## src/mfab_defines.svh

```systemverilog
/*
  attribute identifiers, field positions and reset values of the functional attribute bank.
  assumes inclusion by bare name; definitions only.
*/
`ifndef MFAB_DEFINES_SVH
`define MFAB_DEFINES_SVH

`define MFAB_ID_LOCAL_NODE_ID 16'h0020
`define MFAB_ID_LOCAL_SWITCH_ID 16'h0021
`define MFAB_ID_UPSTREAM_SWITCH_ID 16'h0022
`define MFAB_ID_SUBNETWORK_ADDRESS 16'h0023
`define MFAB_ID_NODE_FUNCTIONAL_STATE 16'h0024
`define MFAB_ID_CONTENTION_PERIOD_LENGTH 16'h0025
`define MFAB_ID_HIERARCHY_LEVEL 16'h0026
`define MFAB_ID_BEACON_SLOT_COUNT 16'h0027
`define MFAB_ID_BEACON_RECEIVE_SLOT 16'h0028
`define MFAB_ID_BEACON_TRANSMIT_SLOT 16'h0029
`define MFAB_ID_BEACON_RECEIVE_INTERVAL 16'h002A
`define MFAB_ID_BEACON_TRANSMIT_INTERVAL 16'h002B
`define MFAB_ID_CAPABILITY_BITMAP 16'h002C

`define MFAB_STATE_DISCONNECTED 2'h0
`define MFAB_STATE_TERMINAL 2'h1
`define MFAB_STATE_SWITCH 2'h2
`define MFAB_STATE_BASE 2'h3

`define MFAB_NODE_ID_MAX 16'h3FFF
`define MFAB_LEVEL_MASK 8'h3F
`define MFAB_SLOT_MASK 8'h07
`define MFAB_INTERVAL_MASK 8'h1F
`define MFAB_CAP_VALID_MASK 16'h0F7F

`define MFAB_CAP_SWITCH_BIT 0
`define MFAB_CAP_AGGREGATION_BIT 1
`define MFAB_CAP_CONTENTION_FREE_BIT 2
`define MFAB_CAP_DIRECT_CONN_BIT 3
`define MFAB_CAP_MULTICAST_BIT 4
`define MFAB_CAP_ROBUSTNESS_BIT 5
`define MFAB_CAP_REPEAT_REQ_BIT 6
`define MFAB_CAP_DIRECT_SW_BIT 8
`define MFAB_CAP_MULTICAST_SW_BIT 9
`define MFAB_CAP_ROBUSTNESS_SW_BIT 10
`define MFAB_CAP_REPEAT_BUF_SW_BIT 11

`define MFAB_RESET_VALUE_48 48'h000000000000
`define MFAB_RESET_VALUE_16 16'h0000
`define MFAB_RESET_VALUE_8 8'h00

`endif

```

## src/mfab_pkg.sv

```systemverilog
/*
  types of the functional attribute bank.
  assumes nothing of its surroundings.
*/
`default_nettype none
package mfab_pkg;
  typedef struct packed {
    logic valid;
    logic write;
    logic [15:0] attr_id;
  } mfab_request_type;

  typedef struct packed {
    logic valid;
    logic hit;
    logic [47:0] data;
  } mfab_answer_type;

  typedef struct packed {
    logic [15:0] local_node_id;
    logic [7:0] local_switch_id;
    logic [7:0] upstream_switch_id;
    logic [47:0] subnetwork_address;
    logic [1:0] node_functional_state;
    logic [15:0] contention_period_length;
    logic [7:0] hierarchy_level;
    logic [7:0] beacon_slot_count;
    logic [7:0] beacon_receive_slot;
    logic [7:0] beacon_transmit_slot;
    logic [7:0] beacon_receive_interval;
    logic [7:0] beacon_transmit_interval;
    logic [15:0] capability_bitmap;
  } mfab_attr_type;
endpackage
`default_nettype wire

```

## src/mfab_bank.sv

```systemverilog
/*
  read-only functional attribute bank of a power line mac node.
  assumes the mac logic presents attribute values with a one-cycle load strobe
  and the management side issues single-cycle get or set requests.
*/
// Notes on behaviour
// attributes readable only; set requests change nothing
// requester supplies identifier with every read
// 16-bit node id, 0..16383, at 0x20
// 8-bit switch id, unused in terminal
// upstream switch id, unused in base
// 48-bit subnetwork address at 0x23
// state code 0 disc,1 term,2 sw,3 base
// 16-bit contention length in symbols
// hierarchy level 0..63 at 0x26
// beacon slot count 0..7 at 0x27
// receive beacon slot, unused in base
// transmit beacon slot, unused in terminal
// receive interval 0..31, unused in base
// transmit interval 0..31, unused in terminal
// 16-bit capability bitmap, bit 0 rightmost
// capability bits 0..6 node features
// bits 8..11 switching; 7,12..15 reserved
// reserved and unmaintained values read zero
`timescale 1ns/1ps
`default_nettype none
`include "mfab_defines.svh"

module mfab_bank (
  input wire logic i_ref_clk,
  input wire logic i_rst,
  input wire logic i_attr_load,
  input wire mfab_pkg::mfab_attr_type i_attr,
  input wire mfab_pkg::mfab_request_type i_req,
  output var mfab_pkg::mfab_answer_type o_ans
);

  typedef enum logic [1:0] {
    MFAB_IDLE = 2'b01,
    MFAB_ANSWER = 2'b10
  } mfab_phase_type;

  mfab_pkg::mfab_attr_type store;
  mfab_phase_type phase;
  mfab_phase_type next_phase;
  mfab_pkg::mfab_answer_type next_ans;

  function automatic logic [7:0] mfab_clip8(input logic [7:0] value, input logic [7:0] mask);
    mfab_clip8 = value & mask;
  endfunction

  function automatic logic mfab_is_role(input logic [1:0] state, input logic [1:0] role);
    mfab_is_role = (state == role);
  endfunction

  // capture from the mac side only; no path from requests reaches the store
  always_ff @(posedge i_ref_clk) begin
    if (i_rst) begin
      store <= '0;
    end else if (i_attr_load) begin
      store.local_node_id <= (i_attr.local_node_id > `MFAB_NODE_ID_MAX) ?
        `MFAB_NODE_ID_MAX : i_attr.local_node_id;
      store.local_switch_id <= i_attr.local_switch_id;
      store.upstream_switch_id <= i_attr.upstream_switch_id;
      store.subnetwork_address <= i_attr.subnetwork_address;
      store.node_functional_state <= i_attr.node_functional_state;
      store.contention_period_length <= i_attr.contention_period_length;
      store.hierarchy_level <= mfab_clip8(i_attr.hierarchy_level, `MFAB_LEVEL_MASK);
      store.beacon_slot_count <= mfab_clip8(i_attr.beacon_slot_count, `MFAB_SLOT_MASK);
      store.beacon_receive_slot <= mfab_clip8(i_attr.beacon_receive_slot,
        `MFAB_SLOT_MASK);
      store.beacon_transmit_slot <= mfab_clip8(i_attr.beacon_transmit_slot,
        `MFAB_SLOT_MASK);
      store.beacon_receive_interval <= mfab_clip8(i_attr.beacon_receive_interval,
        `MFAB_INTERVAL_MASK);
      store.beacon_transmit_interval <= mfab_clip8(i_attr.beacon_transmit_interval,
        `MFAB_INTERVAL_MASK);
      // reserved bits cleared on entry so readback never leaks them
      store.capability_bitmap <= i_attr.capability_bitmap & `MFAB_CAP_VALID_MASK;
    end
  end

  always_comb begin
    next_phase = i_req.valid ? MFAB_ANSWER : MFAB_IDLE;
  end

  // one fixed cycle of latency; each request answered the cycle after
  always_comb begin
    logic terminal;
    logic base;
    terminal = mfab_is_role(store.node_functional_state, `MFAB_STATE_TERMINAL);
    base = mfab_is_role(store.node_functional_state, `MFAB_STATE_BASE);
    next_ans = '0;
    next_ans.valid = i_req.valid;
    next_ans.hit = i_req.valid;
    unique case (i_req.attr_id)
      `MFAB_ID_LOCAL_NODE_ID: next_ans.data = {32'h0, store.local_node_id};
      `MFAB_ID_LOCAL_SWITCH_ID: next_ans.data = terminal ? 48'h0 :
        {40'h0, store.local_switch_id};
      `MFAB_ID_UPSTREAM_SWITCH_ID: next_ans.data = base ? 48'h0 :
        {40'h0, store.upstream_switch_id};
      `MFAB_ID_SUBNETWORK_ADDRESS: next_ans.data = store.subnetwork_address;
      `MFAB_ID_NODE_FUNCTIONAL_STATE: next_ans.data = {46'h0,
        store.node_functional_state};
      `MFAB_ID_CONTENTION_PERIOD_LENGTH: next_ans.data = {32'h0,
        store.contention_period_length};
      `MFAB_ID_HIERARCHY_LEVEL: next_ans.data = {40'h0, store.hierarchy_level};
      `MFAB_ID_BEACON_SLOT_COUNT: next_ans.data = {40'h0, store.beacon_slot_count};
      `MFAB_ID_BEACON_RECEIVE_SLOT: next_ans.data = base ? 48'h0 :
        {40'h0, store.beacon_receive_slot};
      `MFAB_ID_BEACON_TRANSMIT_SLOT: next_ans.data = terminal ? 48'h0 :
        {40'h0, store.beacon_transmit_slot};
      `MFAB_ID_BEACON_RECEIVE_INTERVAL: next_ans.data = base ? 48'h0 :
        {40'h0, store.beacon_receive_interval};
      `MFAB_ID_BEACON_TRANSMIT_INTERVAL: next_ans.data = terminal ? 48'h0 :
        {40'h0, store.beacon_transmit_interval};
      `MFAB_ID_CAPABILITY_BITMAP: next_ans.data = {32'h0,
        store.capability_bitmap & `MFAB_CAP_VALID_MASK};
      default: next_ans.hit = 1'b0;
    endcase
    // set requests refused; idle cycles answer all zero
    if (i_req.write || !i_req.valid) begin
      next_ans.hit = 1'b0;
      next_ans.data = 48'h0;
    end
  end

  always_ff @(posedge i_ref_clk) begin
    if (i_rst) begin
      phase <= MFAB_IDLE;
    end else begin
      phase <= next_phase;
    end
  end

  always_ff @(posedge i_ref_clk) begin
    if (i_rst) begin
      o_ans <= '0;
    end else begin
      o_ans <= next_ans;
    end
  end

  property p_answer_follows;
    @(posedge i_ref_clk) disable iff (i_rst)
      i_req.valid |=> o_ans.valid;
  endproperty
  a_answer_follows: assert property (p_answer_follows)
    else $error("no answer after request");

  property p_set_refused;
    @(posedge i_ref_clk) disable iff (i_rst)
      (i_req.valid && i_req.write) |=> (!o_ans.hit && o_ans.data == 48'h0);
  endproperty
  a_set_refused: assert property (p_set_refused) else $error("set request not refused");

  property p_set_keeps_store;
    @(posedge i_ref_clk) disable iff (i_rst)
      (i_req.valid && i_req.write && !i_attr_load) |=> $stable(store);
  endproperty
  a_set_keeps_store: assert property (p_set_keeps_store) else $error("set changed value");

  property p_node_id_range;
    @(posedge i_ref_clk) disable iff (i_rst)
      store.local_node_id <= `MFAB_NODE_ID_MAX;
  endproperty
  a_node_id_range: assert property (p_node_id_range) else $error("node id out of range");

  property p_switch_id_terminal;
    @(posedge i_ref_clk) disable iff (i_rst)
      (i_req.valid && !i_req.write && i_req.attr_id == `MFAB_ID_LOCAL_SWITCH_ID &&
       store.node_functional_state == `MFAB_STATE_TERMINAL) |=> o_ans.data == 48'h0;
  endproperty
  a_switch_id_terminal: assert property (p_switch_id_terminal)
    else $error("switch id leak");

  property p_upstream_base;
    @(posedge i_ref_clk) disable iff (i_rst)
      (i_req.valid && !i_req.write && i_req.attr_id == `MFAB_ID_UPSTREAM_SWITCH_ID &&
       store.node_functional_state == `MFAB_STATE_BASE) |=> o_ans.data == 48'h0;
  endproperty
  a_upstream_base: assert property (p_upstream_base) else $error("upstream id leak");

  property p_address_read;
    @(posedge i_ref_clk) disable iff (i_rst)
      (i_req.valid && !i_req.write && i_req.attr_id == `MFAB_ID_SUBNETWORK_ADDRESS &&
       !i_attr_load) |=> o_ans.data == store.subnetwork_address;
  endproperty
  a_address_read: assert property (p_address_read) else $error("address mismatch");

  property p_level_range;
    @(posedge i_ref_clk) disable iff (i_rst)
      store.hierarchy_level[7:6] == 2'h0 && store.beacon_slot_count[7:3] == 5'h0;
  endproperty
  a_level_range: assert property (p_level_range)
    else $error("level or count out of range");

  property p_cap_reserved;
    @(posedge i_ref_clk) disable iff (i_rst)
      o_ans.data[7] == 1'b0 || !$past(i_req.attr_id == `MFAB_ID_CAPABILITY_BITMAP);
  endproperty
  a_cap_reserved: assert property (p_cap_reserved) else $error("reserved bit set");

  property p_unmapped_miss;
    @(posedge i_ref_clk) disable iff (i_rst)
      (i_req.valid && (i_req.attr_id < `MFAB_ID_LOCAL_NODE_ID ||
       i_req.attr_id > `MFAB_ID_CAPABILITY_BITMAP)) |=> !o_ans.hit;
  endproperty
  a_unmapped_miss: assert property (p_unmapped_miss) else $error("unmapped id hit");

  property p_phase_tracks;
    @(posedge i_ref_clk) disable iff (i_rst)
      (phase == MFAB_ANSWER) == o_ans.valid;
  endproperty
  a_phase_tracks: assert property (p_phase_tracks) else $error("phase mismatch");

  property p_idle_quiet;
    @(posedge i_ref_clk) disable iff (i_rst)
      !i_req.valid |=> (o_ans == '0);
  endproperty
  a_idle_quiet: assert property (p_idle_quiet) else $error("answer without request");

  property p_node_id_read;
    @(posedge i_ref_clk) disable iff (i_rst)
      (i_req.valid && !i_req.write && i_req.attr_id == `MFAB_ID_LOCAL_NODE_ID) |=>
      (o_ans.hit && o_ans.data == {32'h0, $past(store.local_node_id)});
  endproperty
  a_node_id_read: assert property (p_node_id_read) else $error("node id read wrong");

  property p_switch_id_read;
    @(posedge i_ref_clk) disable iff (i_rst)
      (i_req.valid && !i_req.write && i_req.attr_id == `MFAB_ID_LOCAL_SWITCH_ID &&
       store.node_functional_state != `MFAB_STATE_TERMINAL) |=>
      (o_ans.hit && o_ans.data == {40'h0, $past(store.local_switch_id)});
  endproperty
  a_switch_id_read: assert property (p_switch_id_read) else $error("switch id wrong");

  property p_upstream_read;
    @(posedge i_ref_clk) disable iff (i_rst)
      (i_req.valid && !i_req.write && i_req.attr_id == `MFAB_ID_UPSTREAM_SWITCH_ID &&
       store.node_functional_state != `MFAB_STATE_BASE) |=>
      (o_ans.hit && o_ans.data == {40'h0, $past(store.upstream_switch_id)});
  endproperty
  a_upstream_read: assert property (p_upstream_read) else $error("upstream id wrong");

  property p_base_address;
    @(posedge i_ref_clk) disable iff (i_rst)
      (i_req.valid && !i_req.write && i_req.attr_id == `MFAB_ID_SUBNETWORK_ADDRESS &&
       store.node_functional_state == `MFAB_STATE_BASE) |=>
      (o_ans.hit && o_ans.data == $past(store.subnetwork_address));
  endproperty
  a_base_address: assert property (p_base_address) else $error("base address wrong");

  property p_state_read;
    @(posedge i_ref_clk) disable iff (i_rst)
      (i_req.valid && !i_req.write && i_req.attr_id == `MFAB_ID_NODE_FUNCTIONAL_STATE) |=>
      (o_ans.hit && o_ans.data == {46'h0, $past(store.node_functional_state)});
  endproperty
  a_state_read: assert property (p_state_read) else $error("state read wrong");

  property p_contention_read;
    @(posedge i_ref_clk) disable iff (i_rst)
      (i_req.valid && !i_req.write && i_req.attr_id == `MFAB_ID_CONTENTION_PERIOD_LENGTH) |=>
      (o_ans.hit && o_ans.data == {32'h0, $past(store.contention_period_length)});
  endproperty
  a_contention_read: assert property (p_contention_read) else $error("length wrong");

  property p_level_read;
    @(posedge i_ref_clk) disable iff (i_rst)
      (i_req.valid && !i_req.write && i_req.attr_id == `MFAB_ID_HIERARCHY_LEVEL) |=>
      (o_ans.hit && o_ans.data[47:6] == 42'h0);
  endproperty
  a_level_read: assert property (p_level_read) else $error("level read out of range");

  property p_slot_count_read;
    @(posedge i_ref_clk) disable iff (i_rst)
      (i_req.valid && !i_req.write && i_req.attr_id == `MFAB_ID_BEACON_SLOT_COUNT) |=>
      (o_ans.hit && o_ans.data[47:3] == 45'h0);
  endproperty
  a_slot_count_read: assert property (p_slot_count_read) else $error("slot count wide");

  property p_rx_slot_base;
    @(posedge i_ref_clk) disable iff (i_rst)
      (i_req.valid && !i_req.write && i_req.attr_id == `MFAB_ID_BEACON_RECEIVE_SLOT &&
       store.node_functional_state == `MFAB_STATE_BASE) |=> o_ans.data == 48'h0;
  endproperty
  a_rx_slot_base: assert property (p_rx_slot_base) else $error("rx slot leak");

  property p_tx_slot_terminal;
    @(posedge i_ref_clk) disable iff (i_rst)
      (i_req.valid && !i_req.write && i_req.attr_id == `MFAB_ID_BEACON_TRANSMIT_SLOT &&
       store.node_functional_state == `MFAB_STATE_TERMINAL) |=> o_ans.data == 48'h0;
  endproperty
  a_tx_slot_terminal: assert property (p_tx_slot_terminal) else $error("tx slot leak");

  property p_rx_interval_base;
    @(posedge i_ref_clk) disable iff (i_rst)
      (i_req.valid && !i_req.write && i_req.attr_id == `MFAB_ID_BEACON_RECEIVE_INTERVAL &&
       store.node_functional_state == `MFAB_STATE_BASE) |=> o_ans.data == 48'h0;
  endproperty
  a_rx_interval_base: assert property (p_rx_interval_base) else $error("interval leak");

  property p_tx_interval_terminal;
    @(posedge i_ref_clk) disable iff (i_rst)
      (i_req.valid && !i_req.write && i_req.attr_id == `MFAB_ID_BEACON_TRANSMIT_INTERVAL &&
       store.node_functional_state == `MFAB_STATE_TERMINAL) |=> o_ans.data == 48'h0;
  endproperty
  a_tx_interval_terminal: assert property (p_tx_interval_terminal)
    else $error("tx interval leak");

  property p_interval_range;
    @(posedge i_ref_clk) disable iff (i_rst)
      store.beacon_receive_interval[7:5] == 3'h0 && store.beacon_transmit_interval[7:5] == 3'h0;
  endproperty
  a_interval_range: assert property (p_interval_range)
    else $error("interval out of range");

  property p_cap_read;
    @(posedge i_ref_clk) disable iff (i_rst)
      (i_req.valid && !i_req.write && i_req.attr_id == `MFAB_ID_CAPABILITY_BITMAP) |=>
      (o_ans.hit && o_ans.data[47:16] == 32'h0 &&
       o_ans.data[6:0] == $past(store.capability_bitmap[6:0]));
  endproperty
  a_cap_read: assert property (p_cap_read) else $error("capability read wrong");

  property p_cap_reserved_store;
    @(posedge i_ref_clk) disable iff (i_rst)
      store.capability_bitmap[15:12] == 4'h0 && store.capability_bitmap[7] == 1'b0;
  endproperty
  a_cap_reserved_store: assert property (p_cap_reserved_store)
    else $error("reserved bit kept");

  property p_cap_switching;
    @(posedge i_ref_clk) disable iff (i_rst)
      i_attr_load |=> store.capability_bitmap[11:8] == $past(i_attr.capability_bitmap[11:8]);
  endproperty
  a_cap_switching: assert property (p_cap_switching)
    else $error("switching bits lost");

  property p_load_state;
    @(posedge i_ref_clk) disable iff (i_rst)
      i_attr_load |=> store.node_functional_state == $past(i_attr.node_functional_state);
  endproperty
  a_load_state: assert property (p_load_state) else $error("state not captured");

  c_get_hit: cover property (@(posedge i_ref_clk) disable iff (i_rst)
    i_req.valid && !i_req.write ##1 o_ans.hit);
  c_set_refused: cover property (@(posedge i_ref_clk) disable iff (i_rst)
    i_req.valid && i_req.write);
  c_base_read: cover property (@(posedge i_ref_clk) disable iff (i_rst)
    i_req.valid && store.node_functional_state == `MFAB_STATE_BASE);
  c_back_to_back: cover property (@(posedge i_ref_clk) disable iff (i_rst)
    i_req.valid [*2]);
  c_cap_read: cover property (@(posedge i_ref_clk) disable iff (i_rst)
    i_req.valid && i_req.attr_id == `MFAB_ID_CAPABILITY_BITMAP);

endmodule
`default_nettype wire

```

## config.mk

```make
export PLATFORM = sky130hd
export DESIGN_NAME = mfab_bank
export DESIGN_NICKNAME = d
export VERILOG_FILES = /design/src/mfab_pkg.sv /design/src/mfab_bank.sv
export VERILOG_INCLUDE_DIRS = /design/src
export SDC_FILE = /design/constraint.sdc
export NUM_CORES = 1
export LEC_CHECK = 0
export BUFFER_PORTS_ARGS = -buffer_cell sky130_fd_sc_hd__buf_4
export CAP_MARGIN = 25
export CORE_MARGIN = 2
export CORE_UTILIZATION = 25
export CTS_CLUSTER_DIAMETER = 80
export DETAILED_ROUTE_END_ITERATION = 8
export GPL_TIMING_DRIVEN = 0
export SLEW_MARGIN = 40
export SYNTH_ARGS = -nofsm -noshare
export SYNTH_HDL_FRONTEND = slang
export SYNTH_SLANG_ARGS = --single-unit
```

## constraint.sdc

```tcl
create_clock -name i_ref_clk -period 3.65 [get_ports i_ref_clk]
set_input_delay 0.73 -clock i_ref_clk [delete_from_list [all_inputs] [get_ports i_ref_clk]]
set_output_delay 0.73 -clock i_ref_clk [all_outputs]
set_load 0.1 [all_outputs]
```

Word level (Yosys, flattened, before mapping):

Index checks and enable logic that the tools add are counted.

* register bits after elaboration: 184
* word-level logic and storage cells: 46

* magnitude comparators: 1
* eq/ne operators: 15
* mux-type cells: 8
* bitwise logic cells: 1
* reductions and logical operators: 5

Operator list (count)
* $pmux W48 S13: 1
* $eq A16 B6 Y1 const B: 13
* $gt A16 B14 Y1 const B: 1
* $mux W16: 1
* $mux W8: 2
* $reduce_or A13 Y1: 1
* $mux W5: 2
* $mux W3: 2
* $reduce_or A3 Y1: 1
* $eq A2 B1 Y1 const B: 1
* $eq A2 B2 Y1 const B: 1
* $reduce_or A2 Y1: 1
* $logic_not A1 Y1: 1
* $logic_or A1 B1 Y1: 1
* $not A1 Y1: 1

Logic depth before layout (Yosys ltp):

Gate-level depths: netlist of run 1.

* word-level depth: 4
* gate-level depth with buffers: 7
* mapped depth without buffers: 5

Least setup slack after synthesis of run 1:

No wires, ideal clock.

* path type: input to register
* start: input port i_req[9] in the netlist's numbering
* end: register o_ans[1] in the netlist's numbering
* setup time: 0.077 ns
* arrival time: 2.181 ns
* data required time: 3.573 ns
* slack: 1.393 ns
* cell stages on the path: 6
* path buffers: 1
* cells stage by stage: or4_1 > buf_2 > or3_4 > nor2_1 > a22oi_1 > a31oi_1

* cells in the longest elaborated chain, start to end: 2

RTL lines
* start: declaration: RTL line mfab_bank.sv:34 `input wire mfab_pkg::mfab_request_type i_req,`
* $eq A16 B6 Y1: RTL line mfab_bank.sv:96 `unique case (i_req.attr_id)`
* $pmux W48 S13 (*): RTL line mfab_bank.sv:96
* end signal: assignment: RTL line mfab_bank.sv:140 `o_ans <= next_ans;`
* end: declaration: RTL line mfab_bank.sv:35 `output var mfab_pkg::mfab_answer_type o_ans`

Every way passes the cells marked *; elsewhere a longest branch is shown, timed or not.
A chain may end at the register's enable or synchronous reset.

Final worst setup path of run 1:

Same ends and word-level chain as after synthesis.

==> run_results.csv, run 1 <==
group,metric,value,unit
critical_path,cp.required,3.97,ns
floorplanning,die_area,29100,sq um
critical_path,path_max_fanout,10,
floorplanning,core,27100,sq um
cts,cts.path.max_buffers,2,
timing,finClkSkew,0.0118,ns
critical_path,critPathCaptureType,"flop",
route,via_per_inst,4.50,
timing,tightest_slew,0.900,ns
route,wire_per_inst,17.8,um
route,ant_nets,0,
cts,cts_root_buf,"clkbuf_16",
synthesis,synth-seq-area-share,53.2,%
synthesis,synth.distinct_cells,49,
floorplanning,start_util,25.6,%
grt,grt_usage,15.8,%
grt,grt_pass1_wl,34.0,mm
synthesis,synth.cell_area,6930,sq um
grt,grt_max_degree,19,
cts,cts.reportedPaths.clkPinSlew,0.08,ns
floorplanning,die_w,170,um
synthesis,synth-main-ff-cell,"dfxtp_1",
placed_design,io_buffers,202,
synthesis,ys_async_sr_fraction,0,%
timing,fmax,357,MHz
placed_design,place_ws,0.428,ns
route,first_pass_iters,5,
route,drtIter0Drc,390,
timing,fin_crit,2.80,ns
critical_path,max_stage_delay,0.61,ns
route,drc,0,
synthesis,synthesis.nets,867,
floorplanning,num_rows,60,
synthesis,synth_edf_count,0,
grt,antenna_found_initial,2,
grt,grt-ovfl-total,0,
pwr,powerDensity,473,nW/um^2
critical_path,worstPathCellList,"buf_4, nor4_2, nand2_1, nor4_4, buf_6, buf_2, a22oi_1, a31oi_1",
cts,cts_tree,"built",
timing,tns,0,ns
critical_path,slowest_stage,"nor4_4",
cts,postCtsSetupBuffers,0,
cts,hold_buffers,0,
cts,cts.htree.levels,4,
grt,grt_pass1_vias,5747,
synthesis,yosys_warnings,0,
route,wl_met3,1.60,mm
placed_design,gp_congestion,0.906,
route,wl_met2,10.5,mm
synthesis,synthCells,684,
pwr,peakVddDrop,0.000239,V
timing,relSlewSlack,39.4,%
route,dr.max_layer_used,"met5",
cts,clk_latency,0.43,ns
synthesis,syn-mean-instance-area,10.1,sq um
synthesis,ys_ff_latch,184,
floorplanning,die_y,170,um
final_layout,nNetsFinal,1089,
placed_design,dp_hpwl,17.7,mm
route,wirelength_met1,10.5,mm
timing,hold_violations,0,
critical_path,crit_type,"input pin to flop",
min_path,hp-class,"flop to flop",
cts,cts_sinks,184,
timing,finalCritPeriodShare,76.8,%
floorplanning,io_pins,233,
timing,fin_ws,0.847,ns
placed_design,dpl_cell_area,8930,sq um
critical_path,crit_arrival,3.13,ns
critical_path,cp_top_family,"simple AND/OR/NAND/NOR gates",
pwr,p_leak,0.00434,uW
run_status,status,"complete, no violations",
final_layout,syn2layout_area_growth,38.0,%
timing,finalSetupViolations,0,
critical_path,setup.worst_path.start_class,"input pin",
final_layout,stdcell_area,9560,sq um
timing,drv_slew,0,
route,drt-total-wl,22.9,mm
timing,rsz0062_at_grt,"false",
cts,cts_buffers,17,
job,drv_cap,0,
critical_path,critPathBufInv,3,
final_layout,drive_above_1_share,28.1,%
final_layout,fin_util,35.3,%
cts,cts_resized,0,
route,dr_total_vias,5820,
==> cell usage in the layout, fill, tap and decap left out, types with 4 or more instances in the layout <==
cell and count:
nor4_1 4, nor2_1 158, buf_4 204, a22oi_1 15, clkbuf_1 31, dfxtp_1 184, a31oi_1 7, a32oi_1 7
clkbuf_16 17, nor2b_1 5, nand2_1 11, buf_2 9, buf_1 6, nor3_1 18, a21oi_1 8, inv_6 4
and3_1 35, mux2i_1 127, a222oi_1 7
==> worst paths after layout <==
| path | slack [ns] | cells past startpoint | startpoint | endpoint |
|---|---|---|---|---|
| worst min-delay path | 0.47 | 1 | store[120] | o_ans[38] |
| worst max register to register | 1.66 | 5 | store[80] | o_ans[0] |
| worst min register to register | 0.47 | 1 | store[120] | o_ans[38] |
| worst max-delay path | 0.85 | 8 | i_req[9] | o_ans[1] |
==> worst register-to-register path, stage by stage (launching register included) <==
cell	delay, ns
dfxtp_1	0.37
a21oi_1	0.16
nand2_1	0.09
nor4_1	0.72
a2bb2oi_1	0.21
a31oi_1	0.33
==> synthesized netlist by cell type, types with 4 or more instances <==
library cell  count  area (sq um)
and3_1           35           219
nor3_1           18          90.1
nor2b_1           5          31.3
buf_2             8          40.0
a21oi_1           8          40.0
clkbuf_1         31           116
a222oi_1          7          70.1
a31oi_1           7          43.8
a22oi_1          15           113
a32oi_1           7          61.3
dfxtp_1         184          3680
nor2_1          158           593
nand2_1          11          41.3
buf_1             7          26.3
nor4_1            4          25.0
mux2i_1         127          1270
==> final cells by class <==
cell class | count | area (sq um)
fillers | 2772 | 17500
clock inverters | 13 | 176
plain buffers | 49 | 210
flip-flops and latches | 184 | 3680
clock buffers | 19 | 453
multi-input cells | 448 | 3030
repair buffers | 203 | 1530
inverters | 3 | 11.3
diodes | 1 | 2.50
well taps | 372 | 465
==> sequential cells by signal (all words and copies together) (netlist names) <==
| signal | count |
|---|---|
| o_ans | 50 |
| store | 134 |
==> kinds of logic after synthesis <==
family,after synthesis,synth area share (%)
DFF,184,53.2
AOI/OAI and AO/OA,61,6.66
muxes,127,18.3
buffers and inverters,52,3.18
and+or+nand+nor,260,18.6
==> metrics by stage <==
| stage | instances | hold slack, ns | power [uW] |
|---|---|---|---|
| after floorplan | 684 | 0.452 | 2390 |
| after global placement | 1258 | 0.461 | 2600 |
| after detailed placement | 1259 | 0.462 | 2610 |
| after CTS | 1291 | 0.478 | 4560 |
| after global routing | 1292 | 0.484 | 4690 |
| final | 1292 | 0.475 | 4520 |
==> power breakdown <==
group / switching (uW) / internal [uW]
clock network: 881 / 1080
logic: 198 / 213
registers: 50.6 / 2100
==> metal layers <==
| metal | vias up | global-route usage, % |
|---|---|---|
| met4 | 2 | 4.09 |
| met3 | 27 | 4.12 |
| met1 | 2725 | 20.6 |
| li1 | 2853 | - |
| met2 | 213 | 26.0 |
| met5 | - | 0 |
Note: power is estimated with default switching activity, not from simulation.
==> inputs of run 2 (changes only) <==
ABC_AREA = 1   (was default)
clock period = 2.8 ns   (was 3.65 ns; I/O delays follow)
==> run_results.csv, run 2 <==
group,metric,value,unit
timing,rsz0062_at_grt,"false",
final_layout,drive_above_1_share,22.6,%
critical_path,path_max_fanout,10,
route,dr_total_vias,7215,
route,drtIter0Drc,546,
cts,cts.path.max_buffers,2,
timing,fin_crit,1.94,ns
synthesis,synth_compound_area_share,13.4,%
critical_path,max_stage_delay,0.49,ns
synthesis,yosys_warnings,0,
cts,cts_sinks,184,
route,via_per_inst,4.39,
synthesis,yosys.area.top_type_share,49.6,%
placed_design,place_ws,0.131,ns
timing,finalCritPeriodShare,69.3,%
grt,grt_usage,16.3,%
placed_design,dp_hpwl,19.8,mm
synthesis,post_synth_fa_ha_maj_area_fraction,0,%
synthesis,synth.cell_area,7430,sq um
synthesis,synth_top_family_by_area,"simple AND/OR/NAND/NOR gates",
synthesis,ys_ff_latch,184,
final_layout,seqCellArea,3680,sq um
synthesis,ys_async_sr_fraction,0,%
placed_design,io_buffers,203,
timing,relSlewSlack,50.5,%
floorplanning,die_w,176,um
grt,grt_pass1_wl,38.5,mm
placed_design,gp_congestion,0.876,
route,drc,0,
route,first_pass_iters,5,
critical_path,crit_arrival,2.22,ns
final_layout,diodes,0,
synthesis,synthTopCellsByArea,"dfxtp_1 50%, nor2_1 14%, o21ai_0 9.3%, nand2_1 7.6%, a21oi_1 3.2%",
floorplanning,io_pins,233,
floorplanning,num_rows,63,
route,drt-total-wl,25.4,mm
critical_path,setup.worst_path.start_class,"input pin",
critical_path,critPathCaptureType,"flop",
floorplanning,start_util,25.2,%
critical_path,cp.required,3.08,ns
timing,fmax,515,MHz
final_layout,top_register,"store",
run_status,status,"complete, no violations",
route,wire_per_inst,15.5,um
critical_path,cpMostUsedCell,"clkbuf_1",
pwr,p_leak,0.00442,uW
floorplanning,core,29500,sq um
synthesis,synth_edf_count,0,
grt,antenna_found_initial,0,
timing,hold_violations,0,
timing,tightest_slew,0.742,ns
final_layout,nNetsFinal,1423,
cts,cts_buffers,17,
cts,cts_tree,"built",
timing,fin_ws,0.859,ns
cts,cts_root_buf,"clkbuf_16",
final_layout,final_cell_mix,"273 x nor2_1, 205 x buf_4, 184 x dfxtp_1",
synthesis,synthSimpleGateAreaFrac,29.7,%
synthesis,synth-main-ff-cell,"dfxtp_1",
critical_path,slowest_stage,"clkbuf_1",
cts,hold_buffers,0,
synthesis,synth_mux_area_share,0,%
synthesis,synth_commonest_cells,"273 x nor2_1, 184 x dfxtp_1, 150 x nand2_1, 138 x o21ai_0, 64 x inv_1",
timing,finClkSkew,0.0122,ns
critical_path,crit_type,"input pin to flop",
grt,grt-ovfl-total,0,
synthesis,syn-mean-instance-area,7.30,sq um
synthesis,synthCells,1018,
timing,finalSetupViolations,0,
timing,tns,0,ns
job,drv_cap,0,
cts,cts_resized,0,
cts,cts.reportedPaths.clkPinSlew,0.07,ns
final_layout,syn2layout_area_growth,34.4,%
floorplanning,die_y,176,um
final_layout,multiInputGateArea,3200,sq um
final_layout,fillers,3181,
grt,grt_pass1_vias,7024,
critical_path,worstPathCellList,"clkbuf_1, inv_1, clkbuf_2, clkbuf_1, o21ai_0, a21oi_1",
final_layout,final_common_cell,"nor2_1",
synthesis,synthesis.nets,1201,
cts,postCtsSetupBuffers,0,
pwr,powerDensity,565,nW/um^2
grt,grt_max_degree,17,
floorplanning,die_area,31100,sq um
final_layout,largest_reg_flops,134,
timing,drv_slew,0,
synthesis,synth.distinct_cells,31,
min_path,hp-class,"input pin to flop",
synthesis,synth-seq-area-share,49.6,%
synthesis,yosysTopAreaCell,"dfxtp_1",
pwr,peakVddDrop,0.000433,V
route,ant_nets,0,
synthesis,synth_xor_area_share,0,%
synthesis,yosysMostFrequentCell,"nor2_1",
final_layout,reg_top3,"store (134), o_ans (50)",
cts,clk_latency,0.43,ns
cts,cts.htree.levels,4,
## run 2: cell count changes in the layout (fill, tap and decap cells not counted), sizes merged, moves of 9 or more
cell	delta
nor3	-9
inv	+60
a22oi	-15
nor2	+138
mux2i	-127
nor4	-9
and3	-35
nand3	+31
clkbuf	+17
o21ai	+140
nand2	+146
a21oi	+40
## run 2: routing by layer
| layer | global-route usage, % | vias to the layer above | routed length (um) |
|---|---|---|---|
| li1 | - | 3667 | - |
| met1 | 20.5 | 3301 | 11100 |
| met2 | 28.3 | 224 | 12300 |
| met3 | 3.12 | 23 | 1550 |
| met4 | 5.06 | 0 | 495 |
| met5 | 0 | - | 0 |
## run 2: worst max-delay path, delay by kind of cell
family,cells,cell delay [ns]
compound gates,2,0.38
buf+inv,4,1.28
## run 2: kinds of logic (layout without fill, tap and decap cells)
kind of cell    Yosys count  in the layout
compound gates          196            196
buf+inv                 127            361
simple gates            511            511
flops                   184            184
## run 2: area by class of cell
cell class	count	share of cell area, %
plain buffers	60	2.93
clock buffers	20	4.47
clock inverters	11	0.965
inverters	67	2.52
multi-input cells	707	32.1
flip-flops and latches	184	36.9
well taps	390	4.89
repair buffers	203	15.3
## run 2: power breakdown
part | switching [uW] | internal (uW) | leakage, uW
logic | 294 | 242 | 0.00264
registers | 65.3 | 2750 | 0.00152
clock network | 1050 | 1250 | 0.000267
total | 1400 | 4240 | 0.00442
## run 2: final timing paths
kind	startpoint	end	slack [ns]	cells past startpoint
max	i_attr_load	store[80]	0.86	6
min reg2reg	store[106]	o_ans[24]	0.43	2
min	i_attr[48]	store[48]	0.35	3
max reg2reg	store[80]	o_ans[4]	1.09	10
## run 2: through the flow
step	power [uW]	std cells	utilization (%)	instance area (sq um)	hold slack, ns
2_1_floorplan	3110	1018	-	7430	0.414
3_3_place_gp	3400	1611	32.0	9440	0.421
3_5_place_dp	3410	1611	32.0	9440	0.425
4_1_cts	5690	1642	33.9	9980	0.332
5_1_grt	5870	1642	33.9	9980	0.336
6_report	5640	1642	33.9	9980	0.347
